[src/rtl/actc_pkg.sv]
`default_nettype none
package actc_pkg;
    // system clock
    localparam int unsigned CLK_PERIOD_PS      = 40000;
    localparam int unsigned CLK_FREQ_KHZ       = 25000;
    // result code range
    localparam logic [9:0]  CODE_MIN           = 10'h000;
    localparam logic [9:0]  CODE_MAX           = 10'h3FF;
    localparam int unsigned CODE_W             = 10;
    // start to sample/hold, system cycles
    localparam int unsigned SOC_DELAY_CYC      = 3;
    // result load after end of conversion, system cycles
    localparam int unsigned LOAD_DELAY_CYC     = 2;
    // flag to interrupt, system cycles
    localparam int unsigned IRQ_DELAY_CYC      = 2;
    // sample/hold window bounds, converter clocks
    localparam int unsigned SH_MIN_TICKS       = 2;
    localparam int unsigned SH_MAX_TICKS       = 32;
    localparam int unsigned PRESC_W            = 5;
    // conversion phase, converter clocks
    localparam int unsigned CONV_TICKS         = 10;
    // shortest converter clock period, in ps
    localparam int unsigned ADCLK_MIN_PS       = 33300;
    localparam int unsigned ADCLK_DIV          = (ADCLK_MIN_PS + CLK_PERIOD_PS - 1) / CLK_PERIOD_PS;
    // whole conversion floor, in ns
    localparam int unsigned TOTAL_MIN_NS       = 500;
    localparam int unsigned TOTAL_MIN_CYC      = (TOTAL_MIN_NS * 1000 + CLK_PERIOD_PS - 1)
                                                 / CLK_PERIOD_PS;
    // power-up settling, in us
    localparam int unsigned PWRUP_US           = 10;
    localparam int unsigned PWRUP_CYC          = (PWRUP_US * CLK_FREQ_KHZ + 999) / 1000;
    localparam int unsigned CNT_W              = 9;
    localparam int unsigned TICK_W             = 6;

    typedef enum logic [2:0] {
        ACTC_IDLE,
        ACTC_START,
        ACTC_SAMPLE,
        ACTC_CONVERT,
        ACTC_LOAD
    } actc_state_type;
endpackage
`default_nettype wire

[src/rtl/actc_core.sv]
`timescale 1ns/100ps
`default_nettype none
module actc_core #(
    parameter int unsigned PWRUP_CYCLES = actc_pkg::PWRUP_CYC
) (
    input  wire logic                          sys_clk_i,
    input  wire logic                          rst_i,
    input  wire logic                          start_i,
    input  wire logic [actc_pkg::PRESC_W-1:0]  acquisition_window_prescaler_i,
    input  wire logic [actc_pkg::CODE_W-1:0]   analog_code_i,
    input  wire logic                          analog_over_i,
    input  wire logic                          analog_under_i,
    input  wire logic                          flag_clear_i,
    output logic                               sample_o,
    output logic                               convert_o,
    output logic                               busy_o,
    output logic [actc_pkg::CODE_W-1:0]        result_o,
    output logic                               done_flag_o,
    output logic                               conversion_done_irq_o
);
    actc_pkg::actc_state_type state;
    logic [actc_pkg::CNT_W-1:0]  cyc;
    logic [actc_pkg::CNT_W-1:0]  total;
    logic [actc_pkg::TICK_W-1:0] ticks;
    logic [actc_pkg::TICK_W-1:0] sh_len;
    logic [actc_pkg::TICK_W-1:0] sh_len_reg;
    logic [15:0]                 pwr_cnt;
    logic                        pwr_ok;
    logic                        tick;
    logic                        run_div;
    logic                        irq_pipe;
    logic                        load_go;

    localparam logic [actc_pkg::TICK_W-1:0] SH_MIN = actc_pkg::TICK_W'(actc_pkg::SH_MIN_TICKS);
    localparam logic [actc_pkg::TICK_W-1:0] CONV_T = actc_pkg::TICK_W'(actc_pkg::CONV_TICKS);
    localparam logic [actc_pkg::CNT_W-1:0]  SOC_C  = actc_pkg::CNT_W'(actc_pkg::SOC_DELAY_CYC);
    localparam logic [actc_pkg::CNT_W-1:0]  LOAD_C = actc_pkg::CNT_W'(actc_pkg::LOAD_DELAY_CYC);
    localparam logic [actc_pkg::CNT_W-1:0]  TOT_C  = actc_pkg::CNT_W'(actc_pkg::TOTAL_MIN_CYC);
    localparam logic [15:0]                 PWR_C  = 16'(PWRUP_CYCLES);
    localparam int                          SH_MAX_CYC = actc_pkg::SH_MAX_TICKS * actc_pkg::ADCLK_DIV;
    localparam int                          TOT_CYC    = actc_pkg::TOTAL_MIN_CYC;

    // field value n gives n+1 ticks, floor of two; 5 bits caps at 32
    always_comb begin
        sh_len = actc_pkg::TICK_W'(acquisition_window_prescaler_i) + 1'b1;
        if (sh_len < SH_MIN) begin
            sh_len = SH_MIN;
        end
    end

    assign run_div = (state == actc_pkg::ACTC_SAMPLE) || (state == actc_pkg::ACTC_CONVERT);

    actc_tick_div #(
        .DIV (actc_pkg::ADCLK_DIV)
    ) u_div (
        .sys_clk_i (sys_clk_i),
        .rst_i     (rst_i),
        .run_i     (run_div),
        .tick_o    (tick)
    );

    always_ff @(posedge sys_clk_i or posedge rst_i) begin
        if (rst_i) begin
            pwr_cnt <= 16'h0000;
            pwr_ok  <= 1'b0;
        end else if (!pwr_ok) begin
            pwr_cnt <= pwr_cnt + 16'h0001;
            pwr_ok  <= (pwr_cnt >= PWR_C - 16'h0001);
        end
    end

    // load also waits for the total floor, so short windows still take 500 ns
    assign load_go = (cyc >= LOAD_C - 1'b1) && (total >= TOT_C - LOAD_C);

    always_ff @(posedge sys_clk_i or posedge rst_i) begin
        if (rst_i) begin
            state      <= actc_pkg::ACTC_IDLE;
            cyc        <= '0;
            ticks      <= '0;
            total      <= '0;
            sh_len_reg <= SH_MIN;
        end else begin
            if (state != actc_pkg::ACTC_IDLE && total != '1) begin
                total <= total + 1'b1;
            end
            case (state)
                actc_pkg::ACTC_IDLE: begin
                    cyc   <= '0;
                    total <= '0;
                    if (start_i) begin
                        sh_len_reg <= sh_len;
                        state      <= actc_pkg::ACTC_START;
                    end
                end
                actc_pkg::ACTC_START: begin
                    cyc <= cyc + 1'b1;
                    if (cyc == SOC_C - 1'b1) begin
                        cyc   <= '0;
                        ticks <= '0;
                        state <= actc_pkg::ACTC_SAMPLE;
                    end
                end
                actc_pkg::ACTC_SAMPLE: begin
                    if (tick) begin
                        ticks <= ticks + 1'b1;
                        if (ticks == sh_len_reg - 1'b1) begin
                            ticks <= '0;
                            state <= actc_pkg::ACTC_CONVERT;
                        end
                    end
                end
                actc_pkg::ACTC_CONVERT: begin
                    if (tick) begin
                        ticks <= ticks + 1'b1;
                        if (ticks == CONV_T - 1'b1) begin
                            cyc   <= '0;
                            state <= actc_pkg::ACTC_LOAD;
                        end
                    end
                end
                actc_pkg::ACTC_LOAD: begin
                    if (cyc != '1) begin
                        cyc <= cyc + 1'b1;
                    end
                    if (load_go) begin
                        state <= actc_pkg::ACTC_IDLE;
                    end
                end
                default: begin
                    state <= actc_pkg::ACTC_IDLE;
                end
            endcase
        end
    end

    always_ff @(posedge sys_clk_i or posedge rst_i) begin
        if (rst_i) begin
            sample_o  <= 1'b0;
            convert_o <= 1'b0;
            busy_o    <= 1'b0;
        end else begin
            sample_o  <= (state == actc_pkg::ACTC_SAMPLE);
            convert_o <= (state == actc_pkg::ACTC_CONVERT);
            busy_o    <= (state != actc_pkg::ACTC_IDLE) || start_i;
        end
    end

    always_ff @(posedge sys_clk_i or posedge rst_i) begin
        if (rst_i) begin
            result_o <= actc_pkg::CODE_MIN;
        end else if (state == actc_pkg::ACTC_LOAD && load_go) begin
            if (analog_under_i) begin
                result_o <= actc_pkg::CODE_MIN;
            end else if (analog_over_i) begin
                result_o <= actc_pkg::CODE_MAX;
            end else begin
                result_o <= analog_code_i;
            end
        end
    end

    // set wins over clear; suppressed until analog stage settled
    always_ff @(posedge sys_clk_i or posedge rst_i) begin
        if (rst_i) begin
            done_flag_o <= 1'b0;
        end else if (state == actc_pkg::ACTC_LOAD && load_go && pwr_ok) begin
            done_flag_o <= 1'b1;
        end else if (flag_clear_i) begin
            done_flag_o <= 1'b0;
        end
    end

    always_ff @(posedge sys_clk_i or posedge rst_i) begin
        if (rst_i) begin
            irq_pipe              <= 1'b0;
            conversion_done_irq_o <= 1'b0;
        end else begin
            irq_pipe              <= done_flag_o;
            conversion_done_irq_o <= irq_pipe && done_flag_o;
        end
    end

    // busy has stood four samples when the window opens: three start cycles
    property p_soc_delay;
        @(posedge sys_clk_i) disable iff (rst_i)
        $rose(sample_o) |-> $past(busy_o, 4);
    endproperty
    a_soc_delay: assert property (p_soc_delay)
        else $error("sample started without start delay");

    property p_sh_min;
        @(posedge sys_clk_i) disable iff (rst_i)
        $rose(sample_o) |-> sample_o [*2];
    endproperty
    a_sh_min: assert property (p_sh_min)
        else $error("sample window too short");

    property p_sh_max;
        @(posedge sys_clk_i) disable iff (rst_i)
        $rose(sample_o) |-> ##[1:SH_MAX_CYC] !sample_o;
    endproperty
    a_sh_max: assert property (p_sh_max)
        else $error("sample window too long");

    property p_conv_min;
        @(posedge sys_clk_i) disable iff (rst_i)
        $rose(convert_o) |-> convert_o [*8] ##1 convert_o [*2];
    endproperty
    a_conv_min: assert property (p_conv_min)
        else $error("conversion phase too short");

    property p_total;
        @(posedge sys_clk_i) disable iff (rst_i)
        $fell(busy_o) |-> $past(busy_o, TOT_CYC);
    endproperty
    a_total: assert property (p_total)
        else $error("conversion shorter than floor");

    property p_irq;
        @(posedge sys_clk_i) disable iff (rst_i)
        $rose(done_flag_o) |-> !conversion_done_irq_o
            ##1 (!done_flag_o || !conversion_done_irq_o)
            ##1 (!done_flag_o || conversion_done_irq_o);
    endproperty
    a_irq: assert property (p_irq)
        else $error("interrupt not two cycles after flag");

    property p_irq_cause;
        @(posedge sys_clk_i) disable iff (rst_i)
        conversion_done_irq_o |-> $past(done_flag_o, 2);
    endproperty
    a_irq_cause: assert property (p_irq_cause)
        else $error("interrupt without flag");

    property p_pwr;
        @(posedge sys_clk_i) disable iff (rst_i)
        !pwr_ok |-> !$rose(done_flag_o);
    endproperty
    a_pwr: assert property (p_pwr)
        else $error("flag set before power-up settling");

    // a start while busy must not take a new window length
    property p_busy_ignore;
        @(posedge sys_clk_i) disable iff (rst_i)
        (state != actc_pkg::ACTC_IDLE && start_i) |=> $stable(sh_len_reg);
    endproperty
    a_busy_ignore: assert property (p_busy_ignore)
        else $error("start accepted while busy");

    property p_clamp;
        @(posedge sys_clk_i) disable iff (rst_i)
        (state == actc_pkg::ACTC_LOAD && load_go && analog_over_i && !analog_under_i)
        |=> result_o == actc_pkg::CODE_MAX;
    endproperty
    a_clamp: assert property (p_clamp)
        else $error("over-range code not clamped");
endmodule
`default_nettype wire

[src/rtl/actc_tick_div.sv]
`timescale 1ns/100ps
`default_nettype none
module actc_tick_div #(
    parameter int unsigned DIV = 1
) (
    input  wire logic sys_clk_i,
    input  wire logic rst_i,
    input  wire logic run_i,
    output logic      tick_o
);
    localparam int unsigned W = (DIV > 1) ? $clog2(DIV) : 1;
    localparam logic [W-1:0] LAST = W'(DIV - 1);
    logic [W-1:0] count;

    // restarted by run_i low so the first tick is a full period away
    always_ff @(posedge sys_clk_i or posedge rst_i) begin
        if (rst_i) begin
            count <= '0;
        end else if (!run_i || count == LAST) begin
            count <= '0;
        end else begin
            count <= count + 1'b1;
        end
    end

    // not registered: a registered tick would stretch every phase by one cycle
    assign tick_o = run_i && (count == LAST);
endmodule
`default_nettype wire

[config.mk]
export PLATFORM = sky130hd
export DESIGN_NAME = actc_core
export DESIGN_NICKNAME = d
export VERILOG_FILES = /design/src/rtl/actc_pkg.sv /design/src/rtl/actc_core.sv /design/src/rtl/actc_tick_div.sv
export SDC_FILE = /design/constraint.sdc
export NUM_CORES = 1
export LEC_CHECK = 0
export BUFFER_PORTS_ARGS = -buffer_cell sky130_fd_sc_hd__buf_2
export CAP_MARGIN = 20
export CORE_UTILIZATION = 45
export CTS_CLUSTER_DIAMETER = 100
export DETAILED_ROUTE_END_ITERATION = 8
export SLEW_MARGIN = 20
export SYNTH_ARGS = -nofsm -noshare
export SYNTH_HDL_FRONTEND = slang
export SYNTH_HIERARCHICAL = 1
export SYNTH_SLANG_ARGS = --single-unit
[constraint.sdc]
create_clock -name sys_clk_i -period 3.05 [get_ports sys_clk_i]
set_input_delay 0.305 -clock sys_clk_i [delete_from_list [all_inputs] [get_ports sys_clk_i]]
set_output_delay 0.305 -clock sys_clk_i [all_outputs]
set_load 0.05 [all_outputs]
==> results of run 1 <==
[cell type report]
cell class                 count  area (um^2)
tap                           99          124
multi-input combinational    262         1730
fill                         682         3400
sequential                    67         1680
timing repair buffer          39          208
inverter                      20         75.1
clock inverter                 2         35.0
clock buffer                  13          159
[report_power, final]
part | total, mW | leakage, nW | internal, mW | switching [mW]
logic | 0.744 | 0.940 | 0.317 | 0.428
registers | 1.17 | 0.891 | 1.01 | 0.165
clock network | 0.732 | 0.0995 | 0.417 | 0.314
[synthesized netlist by cell type (6+ instances only)]
cell type  number  area (um^2)
dfrtp_1        66         1650
nor2_1         46          173
nand2_1        32          120
inv_1          20         75.1
o21ai_0        19         95.1
xnor2_1        17          149
nand3_1        16         80.1
ha_1           13          163
a21oi_1        12         60.1
xor2_1         12          105
and3_1         11         68.8
mux2_4          9          135
nor3_1          8         40.0
nand4_1         7         43.8
nor2b_1         7         43.8
nand2b_1        6         37.5
[metrics by stage]
stage	setup WS, ps	instance area, um^2
after CTS	351	4010
after global routing	119	4010
after floorplan	696	3520
after detailed placement	363	3800
final	350	4010
after global placement	420	3800
[critical path, stage by stage, from the launching register on]
cell and delay [ps]:
dfrtp_1 450, ha_1 210, and3_1 180, and3_1 180, and3_1 170, ha_1 140
o21a_1 120, nor2_1 40, a31oi_1 550, nor2_1 240, mux2_2 310
[logic make-up after synthesis]
group | synth area share
AO/OA/AOI/OAI | 0.0999
flip-flops | 0.477
other | 0.00107
AND/OR/NAND/NOR | 0.206
XOR/XNOR | 0.0721
multiplexers | 0.0629
adder cells (fa/ha/maj) | 0.0462
buffers and inverters | 0.0355
[path summary, 6_finish.rpt]
path,end,slack [ps],cells past startpoint
min in group asynchronous,u_div/count$_DFF_PP0_,360,3
setup reg to reg,cyc[0]$_DFFE_PP0P_,350,10
hold reg to reg,irq_pipe$_DFF_PP0_,420,0
max in group asynchronous,pwr_cnt[10]$_DFFE_PP0N_,1740,4
setup / recovery,cyc[0]$_DFFE_PP0P_,350,10
hold / removal,done_flag_o$_DFFE_PP0P_,140,2
[layer usage]
metal | track usage | vias up
met5 | 0 | -
met4 | 0.0874 | 0
met3 | 0.0354 | 10
met2 | 0.250 | 45
li1 | - | 1313
met1 | 0.243 | 1196
[timing repair]
action | in CTS | in global routing
gates resized for setup | 0 | 0
hold buffers | 1 | 0
endpoints found under the hold margin | 1 | 0
endpoints found under the setup margin | 0 | 0
==> summary.txt, run 1 <==
Drt
  – WL per Instance: 12.2 um
  – Vias: around 2600
  – Post-DRT Antenna Nets: 0
  – Vias per cell: 5.11
  – First-pass DRT Iterations: 4
  – Routed WL: ~6000 um
  – Max Used Layer: met4
  – Post-Route M1 WL: 3210 um
  – Met3 wire len: between 150 and 200 um
  – DR WL met2: between 2000 and 3000 um
  – DRC viols: 0
  – Iter 0 DRT Violations: around 110

GRT
  – Largest net degree at the start of global routing: 30
  – Number of global-route vias before repair: about 2500
  – Antenna violations before repair: 0
  – Tot GR Track Use: 0.172
  – First-pass GRT wire length: approximately 11000 um
  – Total grt overflow: 0

Power
  – Static Leak: 1.93 nW
  – PD cells: between 600 and 700 nW/um^2
  – Pwr Total: about 2.6 mW
  – Peak supply drop: 0.000256 V

Final layout
  – Most common cell after layout, fill and taps aside: dfrtp_1
  – Final cell count without fillers: about 500
  – Share of cells above drive strength 1: 0.176
  – Max reg flops: 16
  – ANT cells: 0
  – Final nets: 433
  – Most frequent cells in the layout: dfrtp_1, nor2_1, buf_2
  – Top reg by flops: pwr_cnt
  – Biggest regs: pwr_cnt x16, result_o x10
  – Layout area overhead: 13.8%
  – Post-layout util: 0.541

Run
  – Maximum Capacitance Violations: 0

Timing
  – Worst Max-Slew Pin Slew: around 1000 ps
  – RSZ-0062 raised after global routing: no
  – Final hold violations: 0
  – Final Skew: between 7 and 8 ps
  – Worst slew margin: 0.338
  – Hold slack: roughly 140 ps
  – Final setup fails: 0
  – FMAX: 0.370 GHz
  – Final slew viol count: 0
  – TNS Setup: 0 ps
  – Period Utilization, post-route: 0.885
  – Final Critical Period: roughly 2700 ps

Synthesis
  – Number of distinct library cells after synthesis: 45
  – Cells after synthesis: 359
  – Mapped cell area: between 3000 and 4000 um^2
  – Syn Area/Cell: ~10 um^2
  – Yosys reg bits: 67
  – Async set-reset flop share out of synthesis: 1.00
  – EDFF count, synth: 0
  – Dominant synthesized flop cell: dfrtp_1
  – Register area share after synthesis: 0.477
  – Synth warnings: 6
  – Mapped Nets: ~390

Clock tree
  – Root Buffer: clkbuf_8
  – Clock Sinks: 67
  – CTS tree: yes
  – CTS Buffer Depth: 2
  – H-tree levels: 3
  – Clock slew at reported path FFs: ~70 ps
  – Clock latency on the worst-skew pair: between 300 and 400 ps
  – CTS Buf Count: 9
  – Postcts setup bufs: 0

Floorplanning
  – Die H: 90.5 um
  – Initial core utilization: 0.475
  – Core ar.: between 7000 and 8000 um^2
  – Die area: between 8000 and 9000 um^2
  – I/O Pins: 36
  – Die width: approximately 90 um
  – Row cnt: 31

Worst setup path
  – Crit path launch type: register
  – CP Capture Type: register
  – Worst r2r src: cyc[1]$_DFFE_PP0P_
  – Crit-path max FO: 9
  – WS Path Type: register to register
  – Setup crit start: cyc[1]$_DFFE_PP0P_
  – Required time of the worst setup path: about 3300 ps
  – Worst EP arrival: about 2900 ps

Placed design
  – # port buffers: 35
  – Post-DP HPWL: approximately 4400 um
  – Final Wtd Congestion: about 0.79
  – Placed cell count: approximately 490

Status
  – Status: completed

Worst hold path
  – Worst Hold Class: input port to register
  – HP Start: flag_clear_i
No activity file was read; power rests on OpenSTA's default activity.
==> run 2: changes to the inputs <==
--- a/config.mk
+++ b/config.mk
@@ -8,6 +8,7 @@
 export BUFFER_PORTS_ARGS = -buffer_cell sky130_fd_sc_hd__buf_2
 export CAP_MARGIN = 20
 export CORE_UTILIZATION = 45
+export CTS_BUF_LIST = sky130_fd_sc_hd__clkbuf_8 sky130_fd_sc_hd__clkbuf_16
 export CTS_CLUSTER_DIAMETER = 100
 export DETAILED_ROUTE_END_ITERATION = 8
 export SLEW_MARGIN = 20
==> constraint.sdc (replaced) <==
create_clock -name sys_clk_i -period 3.1 [get_ports sys_clk_i]
set_input_delay 0.31 -clock sys_clk_i [delete_from_list [all_inputs] [get_ports sys_clk_i]]
set_output_delay 0.31 -clock sys_clk_i [all_outputs]
set_load 0.05 [all_outputs]
==> summary.txt, run 2 (synthesized netlist as in run 1, its figures left out) <==
Worst hold path
  – Worst Hold Class: input port to register
  – HP Start: flag_clear_i

Worst setup path
  – Crit path launch type: register
  – R2R Setup Slk: 360 ps (about the same)
  – WS Path Type: register to register
  – Setup crit start: cyc[1]$_DFFE_PP0P_
  – Worst EP arrival: 2970 ps (+50 ps)
  – Worst r2r src: cyc[1]$_DFFE_PP0P_
  – Required time of the worst setup path: 3330 ps (+50 ps)
  – Crit-path max FO: 9 (unchanged)
  – CP Capture Type: register

Clock tree
  – Clock latency on the worst-skew pair: 340 ps (about the same)
  – CTS tree: yes
  – CTS Buffer Depth: 2 (unchanged)
  – CTS Buf Count: 9 (unchanged)
  – H-tree levels: 3 (unchanged)
  – Root Buffer: clkbuf_8
  – Clock Sinks: 67 (unchanged)
  – Clock slew at reported path FFs: 70 ps (about the same)

GRT
  – Total grt overflow: 0 (unchanged)
  – Antenna violations before repair: 0 (unchanged)
  – Tot GR Track Use: 0.177 (+0.00507)
  – Largest net degree at the start of global routing: 29 (-3.3%)
  – First-pass GRT wire length: 11600 um (+2.2%)
  – Number of global-route vias before repair: 2558 (+3.0%)

Timing
  – Worst slew margin: 0.325 (-0.0130)
  – Final setup fails: 0 (unchanged)
  – Final Critical Period: 2740 ps (+40.6 ps)
  – Hold slack: 144 ps (+1.48 ps)
  – TNS Setup: 0 ps (unchanged)
  – Final slew viol count: 0 (unchanged)
  – Worst Max-Slew Pin Slew: 1010 ps (+19.4 ps)
  – Period Utilization, post-route: 0.884 (-0.00118)
  – Final hold violations: 0 (unchanged)
  – FMAX: 0.365 GHz (-1.5%)
  – RSZ-0062 raised after global routing: no
  – Final Skew: 8.90 ps (+1.88 ps)

Final layout
  – Layout area overhead: 13.4%
  – Share of cells above drive strength 1: 0.177 (+0.000438)
  – ANT cells: 0 (unchanged)
  – Final nets: 433 (unchanged)
  – Max reg flops: 16 (unchanged)
  – Top reg by flops: pwr_cnt
  – Biggest regs: pwr_cnt x16, result_o x10
  – Most common cell after layout, fill and taps aside: dfrtp_1
  – Most frequent cells in the layout: dfrtp_1, nor2_1, buf_2

Power
  – Seq pwr share: 0.445 (+0.003)
  – Peak supply drop: 0.000247 V (-3.6%)
  – P_sw: 909 uW (+0.26%)
  – Switching part of the total: 0.351 (+0.00839)
  – Logic gate share of total power: 0.287 (+0.006)
  – PD cells: 649 nW/um^2 (-1.8%)
  – Internal Power: 1.68 mW (-3.4%)
  – Static Leak: 1.93 nW (about the same)
  – Clk pwr share: 0.268 (-0.009)

Drt
  – WL per Instance: 12.8 um (+4.4%)
  – First-pass DRT Iterations: 4 (unchanged)
  – Vias per cell: 5.13 (+0.47%)
  – Post-DRT Antenna Nets: 0 (unchanged)
  – Routed WL: 6400 um (+4.2%)
  – Vias: 2571 (+0.27%)
  – Iter 0 DRT Violations: 98 (-7.5%)
  – DRC viols: 0 (unchanged)

Placed design
  – Final Wtd Congestion: 0.775 (-1.3%)
  – # port buffers: 35 (unchanged)
  – Post-DP HPWL: 4460 um (+1.8%)

Floorplanning
  – Core ar.: 7410 um^2 (unchanged)
  – Die width: 90.5 um (unchanged)
  – Die H: 90.5 um (unchanged)
  – Initial core utilization: 0.475 (unchanged)
  – I/O Pins: 36 (unchanged)
  – Row cnt: 31 (unchanged)
  – Die area: 8180 um^2 (unchanged)

Status
  – Status: completed

Run
  – Maximum Capacitance Violations: 0 (unchanged)
## run 2: cell types whose count changed in the layout (fill, tap and decap cells not counted), sizes merged
cell	before	now
clkinv	1	2
clkbuf	13	10
inv	20	21
## run 2: layout make-up
class	instances	area [um^2]
Clock buffer	10	138
Clock inverter	4	43.8
Fill cell	685	3420
Inverter	20	75.1
Multi-Input combinational cell	262	1730
Sequential cell	67	1680
Tap cell	99	124
Timing Repair Buffer	39	208
## run 2: path summary, 6_finish.rpt
kind | to | depth (start not counted)
worst max-delay path | cyc[0]$_DFFE_PP0P_ | 10
worst min-delay path | done_flag_o$_DFFE_PP0P_ | 2
worst max register to register | cyc[0]$_DFFE_PP0P_ | 10
worst min register to register | irq_pipe$_DFF_PP0_ | 0
max in group asynchronous | pwr_cnt[5]$_DFFE_PP0N_ | 4
min in group asynchronous | u_div/count$_DFF_PP0_ | 3
## run 2: what timing repair did
action                    in CTS  in global routing
resized for setup              0                  0
buffers inserted               0                  0
hold endpoints to repair       1                  0
hold buffers                   1                  0
## run 2: routing by layer
metal | share of wire | GRT usage | vias up
li1 | - | - | 1318
met1 | 0.51 | 0.236 | 1190
met2 | 0.44 | 0.279 | 50
met3 | 0.031 | 0.0370 | 13
met4 | 0.020 | 0.0780 | 0
met5 | 0 | 0 | -
## run 2: power groups by stage
| stage | clock, mW | combinational (mW) | sequential [mW] |
|---|---|---|---|
| global placement | 0 | 0.733 | 1.16 |
| floorplan | 0 | 0.596 | 1.13 |
| detailed placement | 0 | 0.744 | 1.17 |
| CTS | 0.714 | 0.753 | 1.15 |
| finish | 0.695 | 0.743 | 1.15 |
| global route | 0.755 | 0.869 | 1.17 |
## run 2: stage by stage
step / power [mW] / cells / instance area (um^2) / util / setup slack, ps
2_1_floorplan: 1.72 / 359 / 3520 / - / 746
3_3_place_gp: 1.90 / 486 / 3800 / 0.513 / 469
3_5_place_dp: 1.91 / 486 / 3800 / 0.513 / 408
4_1_cts: 2.62 / 501 / 3990 / 0.539 / 379
5_1_grt: 2.80 / 501 / 3990 / 0.539 / 102
6_report: 2.59 / 501 / 3990 / 0.539 / 360
## run 2: worst max-delay path: stages (launching register included)
cell and delay (ps):
dfrtp_1 470, ha_1 220, and3_1 190, and3_1 180
and3_1 170, ha_1 140, o21a_1 120, nor2_1 40
a31oi_1 550, nor2_1 240, mux2_2 320
